**src/hw/tabp_pkg.sv**
```systemverilog
// Package for the shared transmit add-bus pin block: modes, timing, widths.
// Assumes a 125 MHz core clock; all link clocks are sampled by it.
package tabp_pkg;
  // Operating modes when the add bus is disabled
  typedef enum logic [3:0] {
    TABP_MODE_HDLC   = 4'b0001,
    TABP_MODE_MAPPER = 4'b0010,
    TABP_MODE_CLEAR  = 4'b0100,
    TABP_MODE_OTHER  = 4'b1000
  } tabp_mode_t;

  // Signal type carried on the slow port
  typedef enum logic [1:0] {
    TABP_SIG_E3  = 2'h0,
    TABP_SIG_DS3 = 2'h1,
    TABP_SIG_STS = 2'h2
  } tabp_sig_t;

  localparam int unsigned CLK_KHZ        = 125000;
  localparam int unsigned BYTE_W         = 8;
  localparam int unsigned SYNC_STAGES    = 3;
  // Slow port output clock half periods in core cycles (core clock limits accuracy)
  localparam int unsigned SLOW_E3_KHZ    = 34368;
  localparam int unsigned SLOW_DS3_KHZ   = 44736;
  localparam int unsigned SLOW_STS_KHZ   = 51840;
  localparam logic [3:0]  HALF_E3        = 4'(CLK_KHZ / (2 * SLOW_E3_KHZ));
  localparam logic [3:0]  HALF_DS3       = 4'(CLK_KHZ / (2 * SLOW_DS3_KHZ));
  localparam logic [3:0]  HALF_STS       = 4'(CLK_KHZ / (2 * SLOW_STS_KHZ));
  // HDLC byte clock half period in core cycles
  localparam logic [3:0]  HDLC_HALF      = 4'h4;
  // Payload frame length in bits and overhead spacing
  localparam logic [15:0] FRAME_BITS_DEF = 16'h1_0A0;
  localparam logic [7:0]  OH_SPACING_DEF = 8'h55;
  localparam logic [3:0]  HALF_ZERO      = 4'h0;
endpackage

```
**src/hw/tabp_sync_if.sv**
```systemverilog
// Interface carrying synchronised pin levels and their edges to the top.
// Assumes both ends run on the core clock.
interface tabp_sync_if #(parameter int unsigned W = 1);
  logic [W-1:0] level;
  logic [W-1:0] rise;
  logic [W-1:0] fall;
  modport src (output level, output rise, output fall);
  modport dst (input level, input rise, input fall);
endinterface

```
**src/hw/tabp_sync.sv**
```systemverilog
// Three-stage pin synchroniser with agreement check and edge detect.
// Assumes inputs are asynchronous to clk_in.
module tabp_sync
  import tabp_pkg::*;
#(
  parameter int unsigned W = 1
) (
  // Clock and reset
  input  wire logic          clk_in,
  input  wire logic          arst_n_in,
  // Raw pins
  input  wire logic [W-1:0]  pins_in,
  // Clean levels and edges
  tabp_sync_if.src           sync_out
);
  logic [W-1:0] s1_ff;
  logic [W-1:0] s2_ff;
  logic [W-1:0] s3_ff;
  logic [W-1:0] lvl_ff;

  // Stage one feeds stage two only
  always_ff @(posedge clk_in or negedge arst_n_in) begin
    if (!arst_n_in) begin
      s1_ff <= '0;
      s2_ff <= '0;
      s3_ff <= '0;
    end else begin
      s1_ff <= pins_in;
      s2_ff <= s1_ff;
      s3_ff <= s2_ff;
    end
  end

  // Level changes only when stages two and three agree, filtering glitches
  always_ff @(posedge clk_in or negedge arst_n_in) begin
    if (!arst_n_in) begin
      lvl_ff <= '0;
    end else begin
      lvl_ff <= (s2_ff & s3_ff) | (lvl_ff & (s2_ff | s3_ff));
    end
  end

  assign sync_out.level = lvl_ff;
  assign sync_out.rise  = (s2_ff & s3_ff) & ~lvl_ff;
  assign sync_out.fall  = ~(s2_ff | s3_ff) & lvl_ff;
endmodule

```
**src/hw/tabp_top.sv**
```systemverilog
// Shared transmit pins bits 3..5: add bus, HDLC byte bus, slow port clock,
// payload overhead indicator and frame boundary.
// Assumes link clocks are far slower than clk_in and sampled by it.
module tabp_top
  import tabp_pkg::*;
#(
  parameter logic [15:0] FRAME_BITS = FRAME_BITS_DEF,
  parameter logic [7:0]  OH_SPACING = OH_SPACING_DEF
) (
  // Clock and reset
  input  wire logic               clk_in,
  input  wire logic               arst_n_in,
  // Configuration
  input  wire logic               add_bus_enable_in,
  input  wire tabp_mode_t         mode_in,
  input  wire logic               slow_port_is_input_in,
  input  wire tabp_sig_t          slow_sig_type_in,
  // Add bus and HDLC byte bits other than the shared ones
  input  wire logic [BYTE_W-1:0]  bus_other_in,
  input  wire logic               add_bus_clock_in,
  // Shared pins 3,4,5
  input  wire logic [2:0]         shared_pin_in,
  output logic [2:0]              shared_pin_out,
  output logic [2:0]              shared_pin_oe_n_out,
  // HDLC byte clock
  output logic                    hdlc_tx_byte_clock_out,
  // Payload serial path
  input  wire logic               payload_serial_in,
  input  wire logic               payload_input_clock_in,
  // Slow port drop data (mapper output mode)
  input  wire logic               drop_bit_in,
  output logic                    slow_data_out,
  // Captured results
  output logic [BYTE_W-1:0]       add_byte_out,
  output logic                    add_byte_valid_out,
  output logic [BYTE_W-1:0]       hdlc_byte_out,
  output logic                    hdlc_byte_valid_out,
  output logic                    slow_add_bit_out,
  output logic                    slow_add_valid_out,
  output logic                    payload_bit_out,
  output logic                    payload_valid_out
);
  localparam int unsigned NSYNC = 3;

  tabp_sync_if #(.W(NSYNC)) clk_sync ();
  tabp_sync_if #(.W(1))     dat_sync ();
  logic [BYTE_W-1:0] byte_raw;

  // Clocks through the agreement synchroniser; payload data alongside
  tabp_sync #(.W(NSYNC)) u_clk_sync (
    .clk_in    (clk_in),
    .arst_n_in (arst_n_in),
    .pins_in   ({payload_input_clock_in, shared_pin_in[0], add_bus_clock_in}),
    .sync_out  (clk_sync)
  );
  tabp_sync #(.W(1)) u_dat_sync (
    .clk_in    (clk_in),
    .arst_n_in (arst_n_in),
    .pins_in   (payload_serial_in),
    .sync_out  (dat_sync)
  );

  // Role decode: add bus wins over every configured mode
  logic role_add;
  logic role_hdlc;
  logic role_map;
  logic role_clear;
  assign role_add   = add_bus_enable_in;
  assign role_hdlc  = !add_bus_enable_in && (mode_in == TABP_MODE_HDLC);
  assign role_map   = !add_bus_enable_in && (mode_in == TABP_MODE_MAPPER);
  assign role_clear = !add_bus_enable_in && (mode_in == TABP_MODE_CLEAR);

  // Byte assembly: shared pins land in bits 3..5, bit 0 is the LSB
  always_comb begin
    byte_raw      = bus_other_in;
    byte_raw[5:3] = shared_pin_in;
  end

  // Add bus capture on falling add bus clock
  always_ff @(posedge clk_in or negedge arst_n_in) begin
    if (!arst_n_in) begin
      add_byte_out       <= '0;
      add_byte_valid_out <= 1'b0;
    end else begin
      add_byte_valid_out <= role_add && clk_sync.fall[0];
      if (role_add && clk_sync.fall[0]) begin
        add_byte_out <= byte_raw;
      end
    end
  end

  // HDLC byte clock generator and rising edge capture
  logic [3:0] hdlc_cnt_ff;
  logic       hdlc_clk_ff;
  always_ff @(posedge clk_in or negedge arst_n_in) begin
    if (!arst_n_in) begin
      hdlc_cnt_ff <= HALF_ZERO;
      hdlc_clk_ff <= 1'b0;
    end else if (!role_hdlc) begin
      hdlc_cnt_ff <= HALF_ZERO;
      hdlc_clk_ff <= 1'b0;
    end else if (hdlc_cnt_ff == HDLC_HALF - 4'h1) begin
      hdlc_cnt_ff <= HALF_ZERO;
      hdlc_clk_ff <= !hdlc_clk_ff;
    end else begin
      hdlc_cnt_ff <= hdlc_cnt_ff + 4'h1;
    end
  end
  assign hdlc_tx_byte_clock_out = hdlc_clk_ff;

  // Sample at the internal rising edge; pins have had a half period to settle
  always_ff @(posedge clk_in or negedge arst_n_in) begin
    if (!arst_n_in) begin
      hdlc_byte_out       <= '0;
      hdlc_byte_valid_out <= 1'b0;
    end else begin
      hdlc_byte_valid_out <= 1'b0;
      if (role_hdlc && !hdlc_clk_ff && hdlc_cnt_ff == HDLC_HALF - 4'h1) begin
        hdlc_byte_out       <= byte_raw;
        hdlc_byte_valid_out <= 1'b1;
      end
    end
  end

  // Slow port: output mode divides the core clock, input mode samples
  logic [3:0] slow_half;
  logic [3:0] slow_cnt_ff;
  logic       slow_clk_ff;
  logic       slow_drive;
  always_comb begin
    unique case (slow_sig_type_in)
      TABP_SIG_DS3: slow_half = HALF_DS3;
      TABP_SIG_STS: slow_half = HALF_STS;
      default:      slow_half = HALF_E3;
    endcase
  end
  assign slow_drive = role_map && !slow_port_is_input_in;

  // Rates are approximated by integer division of the core clock
  always_ff @(posedge clk_in or negedge arst_n_in) begin
    if (!arst_n_in) begin
      slow_cnt_ff <= HALF_ZERO;
      slow_clk_ff <= 1'b0;
    end else if (!slow_drive) begin
      slow_cnt_ff <= HALF_ZERO;
      slow_clk_ff <= 1'b0;
    end else if (slow_cnt_ff >= slow_half - 4'h1) begin
      slow_cnt_ff <= HALF_ZERO;
      slow_clk_ff <= !slow_clk_ff;
    end else begin
      slow_cnt_ff <= slow_cnt_ff + 4'h1;
    end
  end

  // Drop data updates on the falling slow clock; add data taken on rising
  always_ff @(posedge clk_in or negedge arst_n_in) begin
    if (!arst_n_in) begin
      slow_data_out      <= 1'b0;
      slow_add_bit_out   <= 1'b0;
      slow_add_valid_out <= 1'b0;
    end else begin
      slow_add_valid_out <= 1'b0;
      if (slow_drive && slow_clk_ff && slow_cnt_ff >= slow_half - 4'h1) begin
        slow_data_out <= drop_bit_in;
      end
      // External clock at the signal rate is assumed present
      if (role_map && slow_port_is_input_in && clk_sync.rise[1]) begin
        slow_add_bit_out   <= bus_other_in[0];
        slow_add_valid_out <= 1'b1;
      end
    end
  end

  // Payload position counters, stepped on each payload clock rise
  logic [15:0] bit_pos_ff;
  logic [7:0]  oh_cnt_ff;
  logic        oh_now_ff;
  logic        oh_next;
  logic        fp_ff;
  logic        pay_rise;
  assign pay_rise = role_clear && clk_sync.rise[2];
  assign oh_next  = (oh_cnt_ff == OH_SPACING - 8'h1) ||
                    (bit_pos_ff == FRAME_BITS - 16'h1);

  always_ff @(posedge clk_in or negedge arst_n_in) begin
    if (!arst_n_in) begin
      bit_pos_ff <= '0;
      oh_cnt_ff  <= '0;
      oh_now_ff  <= 1'b0;
      fp_ff      <= 1'b0;
    end else if (!role_clear) begin
      bit_pos_ff <= '0;
      oh_cnt_ff  <= '0;
      oh_now_ff  <= 1'b0;
      // Role entry starts a frame, so its first bit is marked too
      fp_ff      <= 1'b1;
    end else if (pay_rise) begin
      bit_pos_ff <= (bit_pos_ff == FRAME_BITS - 16'h1) ? 16'h0 : bit_pos_ff + 16'h1;
      oh_cnt_ff  <= oh_next ? 8'h0 : oh_cnt_ff + 8'h1;
      oh_now_ff  <= oh_next;
      fp_ff      <= (bit_pos_ff == FRAME_BITS - 16'h1);
    end
  end

  // Payload capture on rise; overhead positions are dropped
  always_ff @(posedge clk_in or negedge arst_n_in) begin
    if (!arst_n_in) begin
      payload_bit_out   <= 1'b0;
      payload_valid_out <= 1'b0;
    end else begin
      payload_valid_out <= pay_rise && !oh_now_ff;
      if (pay_rise && !oh_now_ff) begin
        payload_bit_out <= dat_sync.level;
      end
    end
  end

  // Pin drivers; enables are active low
  always_comb begin
    shared_pin_out      = 3'h0;
    shared_pin_oe_n_out = 3'h7;
    if (slow_drive) begin
      shared_pin_out[0]      = slow_clk_ff;
      shared_pin_oe_n_out[0] = 1'b0;
    end
    if (role_clear) begin
      shared_pin_out[1]      = oh_next;
      shared_pin_out[2]      = fp_ff;
      shared_pin_oe_n_out[2:1] = 2'h0;
    end
  end
endmodule

```
**config.mk**
```make
export PLATFORM = sky130hd
export DESIGN_NAME = tabp_top
export DESIGN_NICKNAME = d
export VERILOG_FILES = /design/src/hw/tabp_pkg.sv /design/src/hw/tabp_sync_if.sv /design/src/hw/tabp_sync.sv /design/src/hw/tabp_top.sv
export SDC_FILE = /design/constraint.sdc
export NUM_CORES = 1
export LEC_CHECK = 0
export ABC_CLOCK_PERIOD_IN_PS = 2400
export BUFFER_PORTS_ARGS = -buffer_cell sky130_fd_sc_hd__buf_2
export CAP_MARGIN = 10
export CORE_ASPECT_RATIO = 0.5
export CORE_UTILIZATION = 30
export CTS_BUF_LIST = sky130_fd_sc_hd__clkbuf_4 sky130_fd_sc_hd__clkbuf_8
export DETAILED_ROUTE_END_ITERATION = 8
export PLACE_DENSITY = 0.49
export SYNTH_ARGS = -nofsm -noshare
export SYNTH_HDL_FRONTEND = slang
export SYNTH_SLANG_ARGS = --single-unit
```
**constraint.sdc**
```tcl
create_clock -name clk_in -period 2.4 [get_ports clk_in]
set_clock_uncertainty 0.2 [all_clocks]
set_input_delay 0.12 -clock clk_in [delete_from_list [all_inputs] [get_ports clk_in]]
set_output_delay 0.12 -clock clk_in [all_outputs]
set_load 0.02 [all_outputs]
```
==> metrics.yaml, run 1 <==
run_status:
  run_status: "complete, no violations"
setup_path:
  wp_data_arrival_ns: 1.99
  worst-r2r-setup-slack_ns: 0.41
  critical_path.reg2reg.startpoint: "bit_pos_ff[0]"
  worstSetupPathType: "in -> out"
  cp_data_required_time_ns: 2.08
  setup.worst_path.end_class: "output pin"
  worst_r2r_endpoint: "bit_pos_ff[12]"
  crit_path_start_kind: "input pin"
  crit_fanout: 12
  worstRegToRegCells: 6
job:
  count_of_maximum_capacitance_violations: 0
power_and_ir_drop:
  p_sw_frac: 0.255
  portion_of_total_power_attributed_to_combinational_logic: 0.097
  highest_ir_drop_seen_on_vdd_mv: 0.368
  power.total_mw: 2.47
  switching_power_summed_over_all_nets_uw: 630
  power.sequential.fraction: 0.519
  leakage_nw: 1.73
  intPower_mw: 1.84
  power.clock.fraction: 0.384
  pwr_density_cell_mw_per_mm2: 621
layout:
  antenna_cells_inserted: 0
  multi_input_area_mm2: 0.00125
  register_area_mm2: 0.00178
  nets: 379
  fraction_of_final_layout_cells_with_drive_strength_greater_than_1: 0.301
  n_fill_cell: 946
  area.growth.synth_to_final_pct: 28.5
  final_util: 0.408
global_routing:
  groute.usage.overall: 0.133
  number_of_antenna_violations_at_the_first_check_in_global_routing: 0
  grt.overflow.total: 0
  first_global_vias: 2319
  global_route_wire_length_before_repair_um: 10900
  grt_max_degree: 72
clock_tree:
  cts_tree: "built"
  cts_made_buffers: 9
  clock-sinks: 71
  htreeDepth: 3
  cts-root-buf: "sky130_fd_sc_hd__clkbuf_8"
  clk-insertion-delay-late_ns: 0.35
  cts_buffer_depth: 2
  clkTransAtPathRegs_ns: 0.08
timing:
  fin_ws_ns: 0.0890
  number_of_hold_slack_violations_in_the_final_timing_report: 0
  layout_worst_path_cycle_share: 0.963
  final-setup-viol-count: 0
  tightest_slew_ns: 0.459
  highest_clock_rate_ghz: 0.433
  tns_ns: 0
  holdWs_ns: 0.00870
  unrepaired_setup_endpoints_after_global_routing: "no"
  slew_headroom: 0.690
  timing.final.max_slew_violations: 0
  timing.final.crit_period_ns: 2.31
synthesis:
  synthDistinctLibCells: 48
  synthFlopType: "sky130_fd_sc_hd__dfrtp_1"
  postSynthCellCount: 267
  synth.cell_area_mm2: 0.00309
  netlist.top_cell.by_area: "sky130_fd_sc_hd__dfrtp_1"
  sequential_cell_area_fraction_in_the_yosys_report: 0.574
  synth_nets: 296
  synth-seq-cells: 71
  synth_enable_flop_cells: 0
  post_synth_main_area_contributors: "sky130_fd_sc_hd__dfrtp_1 (57%), sky130_fd_sc_hd__mux2_2 (6.9%), sky130_fd_sc_hd__nand2_1 (2.7%), sky130_fd_sc_hd__a21oi_1 (2.6%), sky130_fd_sc_hd__nand4_1 (1.8%)"
  warnings_from_yosys: 0
  netlist.area_leader.share: 0.574
  synthesis.area_per_instance_um2: 11.6
  async_flop_share: 1.00
min_path:
  hp-class: "in -> reg"
  holdCritStartpoint: "mode_in[2]"
  worst_hold_end: "slow_add_valid_out"
  timing.hold.worst_path_depth: 4
detailed_routing:
  avgRoutedWirePerCell_um: 13.3
  drt_iter0_drc: 105
  drt_via_density: 4.87
  final_antenna_net_count: 0
  wirelength_routed_um: 6520
  remaining_design_rule_violation_count: 0
  dr_total_vias: 2386
  tritonroute_pass_1_iters: 4
placed_design:
  detailedPlacementHpwl_um: 4330
  port_buffers: 49
  gp_congestion: 0.759
  post-place-ws_ns: 0.291
floorplanning:
  core_area_mm2: 0.00973
  floorplan.rows: 25
  overall_die_area_mm2: 0.0107
  top_level_ports: 55
  die_h_um: 73.8
  die_x_um: 146
  initial_utilization: 0.318
[state kept, by name, summed over array words and instances (netlist names), 3 cells and up]
| name | count |
|---|---|
| hdlc_cnt_ff | 4 |
| u_clk_sync.sync_out.level | 3 |
| oh_cnt_ff | 8 |
| bit_pos_ff | 16 |
| u_clk_sync.s1_ff | 3 |
| add_byte_out | 8 |
| u_clk_sync.s2_ff | 3 |
| u_clk_sync.s3_ff | 3 |
| hdlc_byte_out | 8 |
[worst max-delay path, stage by stage]
cell and delay, ns:
sky130_fd_sc_hd__dlygate4sd3_1 0.53, sky130_fd_sc_hd__buf_2 0.14, sky130_fd_sc_hd__or4b_4 0.57, sky130_fd_sc_hd__nor2_8 0.18, sky130_fd_sc_hd__inv_4 0.06, sky130_fd_sc_hd__buf_6 0.14, sky130_fd_sc_hd__nor2_1 0.09, sky130_fd_sc_hd__buf_4 0.15
[cells in the mapped netlist, types with 2 or more instances]
library cell / number
sky130_fd_sc_hd__xor2_1: 3
sky130_fd_sc_hd__and2_1: 2
sky130_fd_sc_hd__nor3b_1: 3
sky130_fd_sc_hd__nor4b_1: 2
sky130_fd_sc_hd__a41oi_1: 2
sky130_fd_sc_hd__ha_1: 4
sky130_fd_sc_hd__nand2b_1: 2
sky130_fd_sc_hd__o211ai_1: 2
sky130_fd_sc_hd__nor4_1: 5
sky130_fd_sc_hd__o31ai_1: 7
sky130_fd_sc_hd__nor2_1: 8
sky130_fd_sc_hd__or3_1: 3
sky130_fd_sc_hd__o21ai_0: 7
sky130_fd_sc_hd__buf_2: 2
sky130_fd_sc_hd__o21a_1: 3
sky130_fd_sc_hd__nor3_1: 8
sky130_fd_sc_hd__or4_1: 7
sky130_fd_sc_hd__nand3_1: 10
sky130_fd_sc_hd__nand2_1: 22
sky130_fd_sc_hd__nand4_1: 9
sky130_fd_sc_hd__a31oi_1: 5
sky130_fd_sc_hd__inv_1: 6
sky130_fd_sc_hd__dfrtp_1: 71
sky130_fd_sc_hd__and4_1: 5
sky130_fd_sc_hd__nand3b_1: 4
sky130_fd_sc_hd__mux2_2: 19
sky130_fd_sc_hd__buf_4: 2
sky130_fd_sc_hd__maj3_1: 3
sky130_fd_sc_hd__a21oi_1: 16
sky130_fd_sc_hd__clkbuf_1: 6
sky130_fd_sc_hd__or4b_1: 2
[how the worst max path moves through the flow]
stage / start / endpoint / cells past startpoint
after floorplan: oh_cnt_ff[0] / shared_pin_out[1] / 6
after global placement: oh_cnt_ff[0] / shared_pin_out[1] / 7
after detailed placement: oh_cnt_ff[0] / shared_pin_out[1] / 7
after CTS: mode_in[0] / shared_pin_out[1] / 8
after global routing: mode_in[0] / shared_pin_out[1] / 8
final: mode_in[0] / shared_pin_out[1] / 8
[logic make-up after synthesis]
kind of cell,after synthesis,share of synthesized area
xor gates and xnor gates,4,0.0113
adders and majority gates,7,0.0259
buffers and inverters,17,0.0239
AOI/OAI and AO/OA,47,0.0947
muxes,20,0.0724
and+or+nand+nor,101,0.197
DFF,71,0.574
[power by group through the flow]
| stage | sequential (mW) | combinational [mW] | clock, mW |
|---|---|---|---|
| floorplan | 1.35 | 0.0626 | 0 |
| global placement | 1.30 | 0.219 | 0 |
| detailed placement | 1.30 | 0.224 | 0 |
| CTS | 1.28 | 0.243 | 0.983 |
| global route | 1.29 | 0.261 | 1.04 |
| finish | 1.28 | 0.239 | 0.948 |
[metal layers]
layer	up-vias	GRT usage	routed length (um)
met2	44	0.230	3160
met3	9	0.0379	279
met4	0	0.0702	108
met1	1166	0.154	2980
li1	1167	-	-
met5	-	0	0
[through the flow]
step / std cells / cell area (um2)
2_1_floorplan: 267 / 3090
3_3_place_gp: 452 / 3550
3_5_place_dp: 452 / 3550
4_1_cts: 487 / 3950
5_1_grt: 490 / 3970
6_report: 490 / 3970
[timing repair]
| item | in CTS | in global routing |
|---|---|---|
| setup endpoints to repair | 1 | 1 |
| hold buffers | 17 | 0 |
| endpoints found under the hold margin | 101 | 0 |
| pin swaps | 0 | 2 |
| resized for setup | 3 | 2 |
| setup buffers | 2 | 3 |
[cells in the final DEF, fill, tap and decap left out, types with 8 or more instances in the layout]
cell                             n
sky130_fd_sc_hd__nand3_1        10
sky130_fd_sc_hd__buf_4          15
sky130_fd_sc_hd__nand2_1        22
sky130_fd_sc_hd__buf_2          48
sky130_fd_sc_hd__nor3_1          8
sky130_fd_sc_hd__dlygate4sd3_1  17
sky130_fd_sc_hd__dfrtp_1        71
sky130_fd_sc_hd__nor2_1          8
sky130_fd_sc_hd__clkbuf_8        9
sky130_fd_sc_hd__nand4_1         9
sky130_fd_sc_hd__a21oi_1        16
sky130_fd_sc_hd__mux2_2         19
[layout make-up]
class                   count  share of cell area
flip-flops and latches     71               0.447
clock buffers               9              0.0312
multi-input cells         179               0.314
repair buffers             82               0.139
well taps                 135              0.0425
inverters                   7             0.00724
clock inverters             7              0.0183
(Power assumes the default switching activity.)
==> run 2: changes to the inputs <==
--- a/config.mk
+++ b/config.mk
@@ -5,7 +5,7 @@
 export SDC_FILE = /design/constraint.sdc
 export NUM_CORES = 1
 export LEC_CHECK = 0
-export ABC_CLOCK_PERIOD_IN_PS = 2400
+export ABC_CLOCK_PERIOD_IN_PS = 2200
 export BUFFER_PORTS_ARGS = -buffer_cell sky130_fd_sc_hd__buf_2
 export CAP_MARGIN = 10
 export CORE_ASPECT_RATIO = 0.5
==> constraint.sdc (replaced) <==
create_clock -name clk_in -period 2.2 [get_ports clk_in]
set_clock_uncertainty 0.2 [all_clocks]
set_input_delay 0.11 -clock clk_in [delete_from_list [all_inputs] [get_ports clk_in]]
set_output_delay 0.11 -clock clk_in [all_outputs]
set_load 0.02 [all_outputs]
==> metrics.yaml, run 2 (synthesis gave the netlist of run 1 again) <==
run_status:
  run_status: "complete, but fails checks"  # was complete, no violations
  violations: "setup timing"
timing:
  highest_clock_rate_ghz: 0.442
  fin_ws_ns: -0.0610  # was 0.0890 ns
  tightest_slew_ns: 0.503  # was 0.459 ns
  slew_headroom: 0.664  # was 0.690
  timing.final.crit_period_ns: 2.26
  timing.final.max_slew_violations: 0  # unchanged
  unrepaired_setup_endpoints_after_global_routing: "yes"  # was no
  tns_ns: -0.0610  # was 0 ns
  layout_worst_path_cycle_share: 1.03
  number_of_hold_slack_violations_in_the_final_timing_report: 0  # unchanged
  final-setup-viol-count: 1  # was 0
layout:
  final_cells: 490  # unchanged
  layout_commonest_cell: "sky130_fd_sc_hd__dfrtp_1"  # unchanged
  mostFrequentLayoutCells: "sky130_fd_sc_hd__dfrtp_1 (71), sky130_fd_sc_hd__buf_2 (48), sky130_fd_sc_hd__nand2_1 (22)"  # unchanged
  largest_register_ff_count: 16  # unchanged
  layout.cell_area.non_filler_mm2: 0.00404  # was 0.00397 mm2
  nets: 379  # unchanged
  max_flop_register: "bit_pos_ff"  # unchanged
  antenna_cells_inserted: 0  # unchanged
  fraction_of_final_layout_cells_with_drive_strength_greater_than_1: 0.315  # was 0.301
  area.growth.synth_to_final_pct: 30.7  # was 28.5%
  n_fill_cell: 914  # was 946
clock_tree:
  clk-insertion-delay-late_ns: 0.35  # about the same
  cts-root-buf: "sky130_fd_sc_hd__clkbuf_8"  # unchanged
  clock-sinks: 71  # unchanged
  cts_tree: "built"  # unchanged
  clkTransAtPathRegs_ns: 0.08  # about the same
  cts_buffer_depth: 2  # unchanged
  htreeDepth: 3  # unchanged
  cts_made_buffers: 9  # unchanged
placed_design:
  placed_cells: 453  # was 452
  post_dp_cell_area_mm2: 0.00356  # was 0.00355 mm2
  port_buffers: 49  # unchanged
  gp_congestion: 0.776  # was 0.759
  detailedPlacementHpwl_um: 4350  # was 4330 um
power_and_ir_drop:
  leakage_nw: 1.76  # was 1.73 nW
  p_sw_frac: 0.249  # was 0.255
  pwr_density_cell_mw_per_mm2: 703  # was 621 mW/mm2
  highest_ir_drop_seen_on_vdd_mv: 0.375  # was 0.368 mV
  switching_power_summed_over_all_nets_uw: 708  # was 630 uW
  power.sequential.fraction: 0.492  # was 0.519
  power.clock.fraction: 0.416  # was 0.384
  portion_of_total_power_attributed_to_combinational_logic: 0.092  # was 0.097
  intPower_mw: 2.13  # was 1.84 mW
job:
  count_of_maximum_capacitance_violations: 0  # unchanged
floorplanning:
  die_x_um: 146  # unchanged
  top_level_ports: 55  # unchanged
  overall_die_area_mm2: 0.0107  # unchanged
  floorplan.rows: 25  # unchanged
  initial_utilization: 0.318  # unchanged
  die_h_um: 73.8  # unchanged
  core_area_mm2: 0.00973  # unchanged
setup_path:
  critical_path.reg2reg.startpoint: "bit_pos_ff[0]"  # unchanged
  crit_fanout: 2  # was 12
  cp_data_required_time_ns: 1.89  # was 2.08 ns
  worst_path_max_delay_cell: "sky130_fd_sc_hd__or4b_4"  # unchanged
  worstRegToRegCells: 6  # unchanged
  worst_r2r_endpoint: "bit_pos_ff[11]"  # was bit_pos_ff[12]
  cpPeakStageDelay_ns: 0.56  # was 0.57 ns
  cells_along_the_critical_path: "inv_2, ha_4, nand4b_1, or4b_4, and2_4, nor2_4, buf_6"  # was dlygate4sd3_1, buf_2, or4b_4, nor2_8, inv_4, buf_6, nor2_1, buf_4
  worstSetupPathType: "reg -> out"  # was in -> out
  worst-r2r-setup-slack_ns: 0.16  # was 0.41 ns
  wp_data_arrival_ns: 1.95  # was 1.99 ns
  crit_path_start_kind: "flop"  # was input pin
  setup.worst_path.end_class: "output pin"  # unchanged
detailed_routing:
  tritonroute_pass_1_iters: 4  # unchanged
  dr_total_vias: 2412  # was 2386
  wirelength_routed_um: 6670  # was 6520 um
  final_antenna_net_count: 0  # unchanged
  remaining_design_rule_violation_count: 0  # unchanged
  drt_iter0_drc: 112  # was 105
  drt_via_density: 4.92  # was 4.87
  avgRoutedWirePerCell_um: 13.6  # was 13.3 um
global_routing:
  grt.overflow.total: 0  # unchanged
  global_route_wire_length_before_repair_um: 11400  # was 10900 um
  number_of_antenna_violations_at_the_first_check_in_global_routing: 0  # unchanged
  grt_max_degree: 51  # was 72
  groute.usage.overall: 0.137  # was 0.133
  first_global_vias: 2384  # was 2319
min_path:
  hp-class: "in -> reg"  # unchanged
  worst_hold_end: "add_byte_valid_out"  # was slow_add_valid_out
  timing.hold.worst_path_depth: 4  # unchanged
  holdCritStartpoint: "add_bus_enable_in"  # was mode_in[2]
run 2: worst max-delay path by stage:
stage                       from                 to  slack (ns)  depth (start not counted)
detailed placement  oh_cnt_ff[1]  shared_pin_out[1]        0.12                          7
floorplan           oh_cnt_ff[0]  shared_pin_out[1]        0.14                          6
global route        oh_cnt_ff[0]  shared_pin_out[1]       -0.15                          7
global placement    oh_cnt_ff[1]  shared_pin_out[1]        0.13                          7
finish              oh_cnt_ff[1]  shared_pin_out[1]       -0.06                          7
CTS                 oh_cnt_ff[0]  shared_pin_out[1]       -0.04                          7
run 2: area by class of cell:
class                      count  area (um2)  area share
clock buffer                   9         124      0.0307
clock inverter                 7         105      0.0260
inverter                       7        26.3     0.00650
multi-input combinational    179        1280       0.317
sequential                    71        1780       0.440
tap                          135         169      0.0418
timing repair buffer          82         559       0.138
run 2: through the flow:
| step | hold slack (ns) | power [mW] | setup slack [ns] | utilization |
|---|---|---|---|---|
| 2_1_floorplan | -0.386 | 1.55 | 0.138 | - |
| 3_3_place_gp | -0.106 | 1.66 | 0.127 | 0.366 |
| 3_5_place_dp | -0.0924 | 1.67 | 0.122 | 0.366 |
| 4_1_cts | 0.00940 | 2.89 | -0.0401 | 0.412 |
| 5_1_grt | 0.00864 | 2.99 | -0.148 | 0.415 |
| 6_report | 0.0189 | 2.84 | -0.0610 | 0.415 |
run 2: metal layers:
metal,global-route usage,vias up,share of wire
met5,0,-,0
met4,0.0526,0,0.014
met3,0.0509,8,0.052
met2,0.236,62,0.48
met1,0.160,1182,0.45
li1,-,1160,-
run 2: timing repair:
action	CTS	global route
pin swaps	1	4
endpoints found under the setup margin	1	10
hold endpoints to repair	100	0
hold buffers	18	0
gates resized for setup	7	7
setup buffers	2	1
run 2: worst max-delay path: cells and delay by family (launching register included):
| kind | cells | cell delay, ns |
|---|---|---|
| adder cells (fa/ha/maj) | 1 | 0.12 |
| buffers and inverters | 2 | 0.19 |
| flip-flops | 1 | 0.39 |
| AND/OR/NAND/NOR | 4 | 0.90 |
run 2: power groups by stage:
stage               Clock, mW  Combinational [mW]  Sequential, mW
floorplan                   0              0.0683            1.48
global placement            0               0.240            1.42
detailed placement          0               0.245            1.42
CTS                      1.23               0.266            1.40
global route             1.30               0.290            1.41
finish                   1.18               0.262            1.40
==> run 3: changes to the inputs <==
--- a/config.mk
+++ b/config.mk
@@ -12,6 +12,7 @@
 export CORE_UTILIZATION = 30
 export CTS_BUF_LIST = sky130_fd_sc_hd__clkbuf_4 sky130_fd_sc_hd__clkbuf_8
 export DETAILED_ROUTE_END_ITERATION = 8
+export GPL_TIMING_DRIVEN = 0
 export PLACE_DENSITY = 0.49
 export SYNTH_ARGS = -nofsm -noshare
 export SYNTH_HDL_FRONTEND = slang
==> metrics.yaml, run 3 (synthesis gave the netlist of run 1 again) <==
timing:
  final-setup-viol-count: 1  # unchanged
  number_of_hold_slack_violations_in_the_final_timing_report: 1  # was 0
  timing.final.max_slew_violations: 0  # unchanged
  unrepaired_setup_endpoints_after_global_routing: "yes"  # unchanged
  highest_clock_rate_ghz: 0.440  # was 0.442 GHz
  holdWs_ns: -0.00982  # was 0.0189 ns
  fin_ws_ns: -0.0729  # was -0.0610 ns
  timing.final.crit_period_ns: 2.27  # was 2.26 ns
  layout_worst_path_cycle_share: 1.03  # about the same
  slew_headroom: 0.402  # was 0.664
  tightest_slew_ns: 0.897  # was 0.503 ns
global_routing:
  groute.usage.overall: 0.142  # was 0.137
  global_route_wire_length_before_repair_um: 11700  # was 11400 um
  grt_max_degree: 72  # was 51
  grt.overflow.total: 0  # unchanged
  number_of_antenna_violations_at_the_first_check_in_global_routing: 0  # unchanged
  first_global_vias: 2550  # was 2384
detailed_routing:
  tritonroute_pass_1_iters: 4  # unchanged
  drt_via_density: 5.00  # was 4.92
  drt_iter0_drc: 97  # was 112
  dr_total_vias: 2453  # was 2412
  wirelength_routed_um: 6910  # was 6670 um
  avgRoutedWirePerCell_um: 14.1  # was 13.6 um
  final_antenna_net_count: 0  # unchanged
  remaining_design_rule_violation_count: 0  # unchanged
layout:
  largest_register_ff_count: 16  # unchanged
  final_cells: 491  # was 490
  antenna_cells_inserted: 0  # unchanged
  layout.cell_area.non_filler_mm2: 0.00400  # was 0.00404 mm2
  layout_commonest_cell: "sky130_fd_sc_hd__dfrtp_1"  # unchanged
  fraction_of_final_layout_cells_with_drive_strength_greater_than_1: 0.309  # was 0.315
  nets: 380  # was 379
  mostFrequentLayoutCells: "sky130_fd_sc_hd__dfrtp_1 (71), sky130_fd_sc_hd__buf_2 (49), sky130_fd_sc_hd__nand2_1 (22)"  # was sky130_fd_sc_hd__dfrtp_1 (71), sky130_fd_sc_hd__buf_2 (48), sky130_fd_sc_hd__nand2_1 (22)
  n_fill_cell: 953  # was 914
  max_flop_register: "bit_pos_ff"  # unchanged
  area.growth.synth_to_final_pct: 29.4  # was 30.7%
min_path:
  holdCritStartpoint: "mode_in[0]"  # was add_bus_enable_in
  hp-class: "in -> reg"  # unchanged
  timing.hold.worst_path_depth: 3  # was 4
placed_design:
  gp_congestion: 0.760  # was 0.776
  post_dp_cell_area_mm2: 0.00351  # was 0.00356 mm2
  placed_cells: 451  # was 453
  port_buffers: 49  # unchanged
  detailedPlacementHpwl_um: 4500  # was 4350 um
setup_path:
  setup.worst_path.start: "oh_cnt_ff[0]"  # was oh_cnt_ff[1]
  crit_fanout: 2  # unchanged
  critical_path.reg2reg.startpoint: "oh_cnt_ff[0]"  # was bit_pos_ff[0]
  worstRegToRegCells: 7  # was 6
  cp_data_required_time_ns: 1.89  # about the same
  crit_path_start_kind: "flop"  # unchanged
  worstSetupPathType: "reg -> out"  # unchanged
  setup.worst_path.end_class: "output pin"  # unchanged
  wp_data_arrival_ns: 1.96  # was 1.95 ns
  worst_path_max_delay_cell: "sky130_fd_sc_hd__or4b_4"  # unchanged
  cpPeakStageDelay_ns: 0.55  # was 0.56 ns
  cells_along_the_critical_path: "inv_2, ha_4, nand4b_1, or4b_4, and2_4, nor2_4, buf_6"  # unchanged
job:
  count_of_maximum_capacitance_violations: 0  # unchanged
run_status:
  violations: "hold timing, setup timing"  # was setup timing
  run_status: "complete, but fails checks"  # unchanged
floorplanning:
  initial_utilization: 0.318  # unchanged
  core_area_mm2: 0.00973  # unchanged
  die_x_um: 146  # unchanged
  overall_die_area_mm2: 0.0107  # unchanged
  die_h_um: 73.8  # unchanged
  floorplan.rows: 25  # unchanged
  top_level_ports: 55  # unchanged
clock_tree:
  cts-root-buf: "sky130_fd_sc_hd__clkbuf_8"  # unchanged
  cts_made_buffers: 9  # unchanged
  clkTransAtPathRegs_ns: 0.07  # was 0.08 ns
  htreeDepth: 3  # unchanged
  cts_buffer_depth: 2  # unchanged
  clk-insertion-delay-late_ns: 0.35  # about the same
  cts_tree: "built"  # unchanged
  clock-sinks: 71  # unchanged
power_and_ir_drop:
  pwr_density_cell_mw_per_mm2: 683  # was 703 mW/mm2
  highest_ir_drop_seen_on_vdd_mv: 0.402  # was 0.375 mV
  power.total_mw: 2.73  # was 2.84 mW
  leakage_nw: 1.72  # was 1.76 nW
## run 3: worst paths after layout
kind,endpoint,slack (ns)
hold reg to reg,u_clk_sync.s2_ff[1],0.15
max in group asynchronous,bit_pos_ff[4],0.98
setup reg to reg,oh_cnt_ff[4],0.15
hold / removal,slow_add_valid_out,-0.01
setup / recovery,shared_pin_out[1],-0.07
min in group asynchronous,add_byte_out[7],0.22
## run 3: through the flow
stage	TNS (ns)	setup slack, ns	hold slack (ns)	util
2_1_floorplan	0	0.138	-0.386	-
3_3_place_gp	-4.16	-0.388	0.0182	0.361
3_5_place_dp	-4.34	-0.384	0.0202	0.361
4_1_cts	-0.719	-0.101	-0.0219	0.404
5_1_grt	-0.162	-0.162	0.0134	0.411
6_report	-0.0729	-0.0729	-0.00982	0.411
## run 3: cell type report
cell class                      count  area (um2)  area share
Sequential cell                    71        1780       0.444
Multi-Input combinational cell    179        1290       0.322
Timing Repair Buffer               74         490       0.123
Tap cell                          135         169      0.0422
Clock buffer                       11         151      0.0378
Clock inverter                      5        56.3      0.0141
Buffer                              9        45.0      0.0113
Inverter                            7        26.3     0.00656
## run 3: per-layer routing
metal / vias to the layer above / wire (um) / global-route usage
met1: 1217 / 3070 / 0.157
met3: 14 / 277 / 0.0429
li1: 1167 / - / -
met2: 55 / 3430 / 0.255
met5: - / 0 / 0
met4: 0 / 131 / 0.0737
## run 3: report_power, final
group | switching (mW) | leakage, nW | internal, mW | total [mW]
Combinational | 0.150 | 0.685 | 0.108 | 0.258
Sequential | 0.0319 | 0.933 | 1.37 | 1.40
Clock | 0.493 | 0.105 | 0.583 | 1.08
## run 3: what timing repair did
item                                    in CTS  in global routing
endpoints found under the setup margin      19                 20
hold buffers                                18                  0
gates resized for setup                      5                 12
hold endpoints to repair                   102                  0
pin swaps                                    1                  3
buffers inserted                             3                  4
## run 3: worst max-delay path, delay by kind of cell, from the launching register on
kind                     cells  cell delay, ns
AND/OR/NAND/NOR              4            0.90
adder cells (fa/ha/maj)      1            0.12
flip-flops                   1            0.39
buffers and inverters        2            0.20
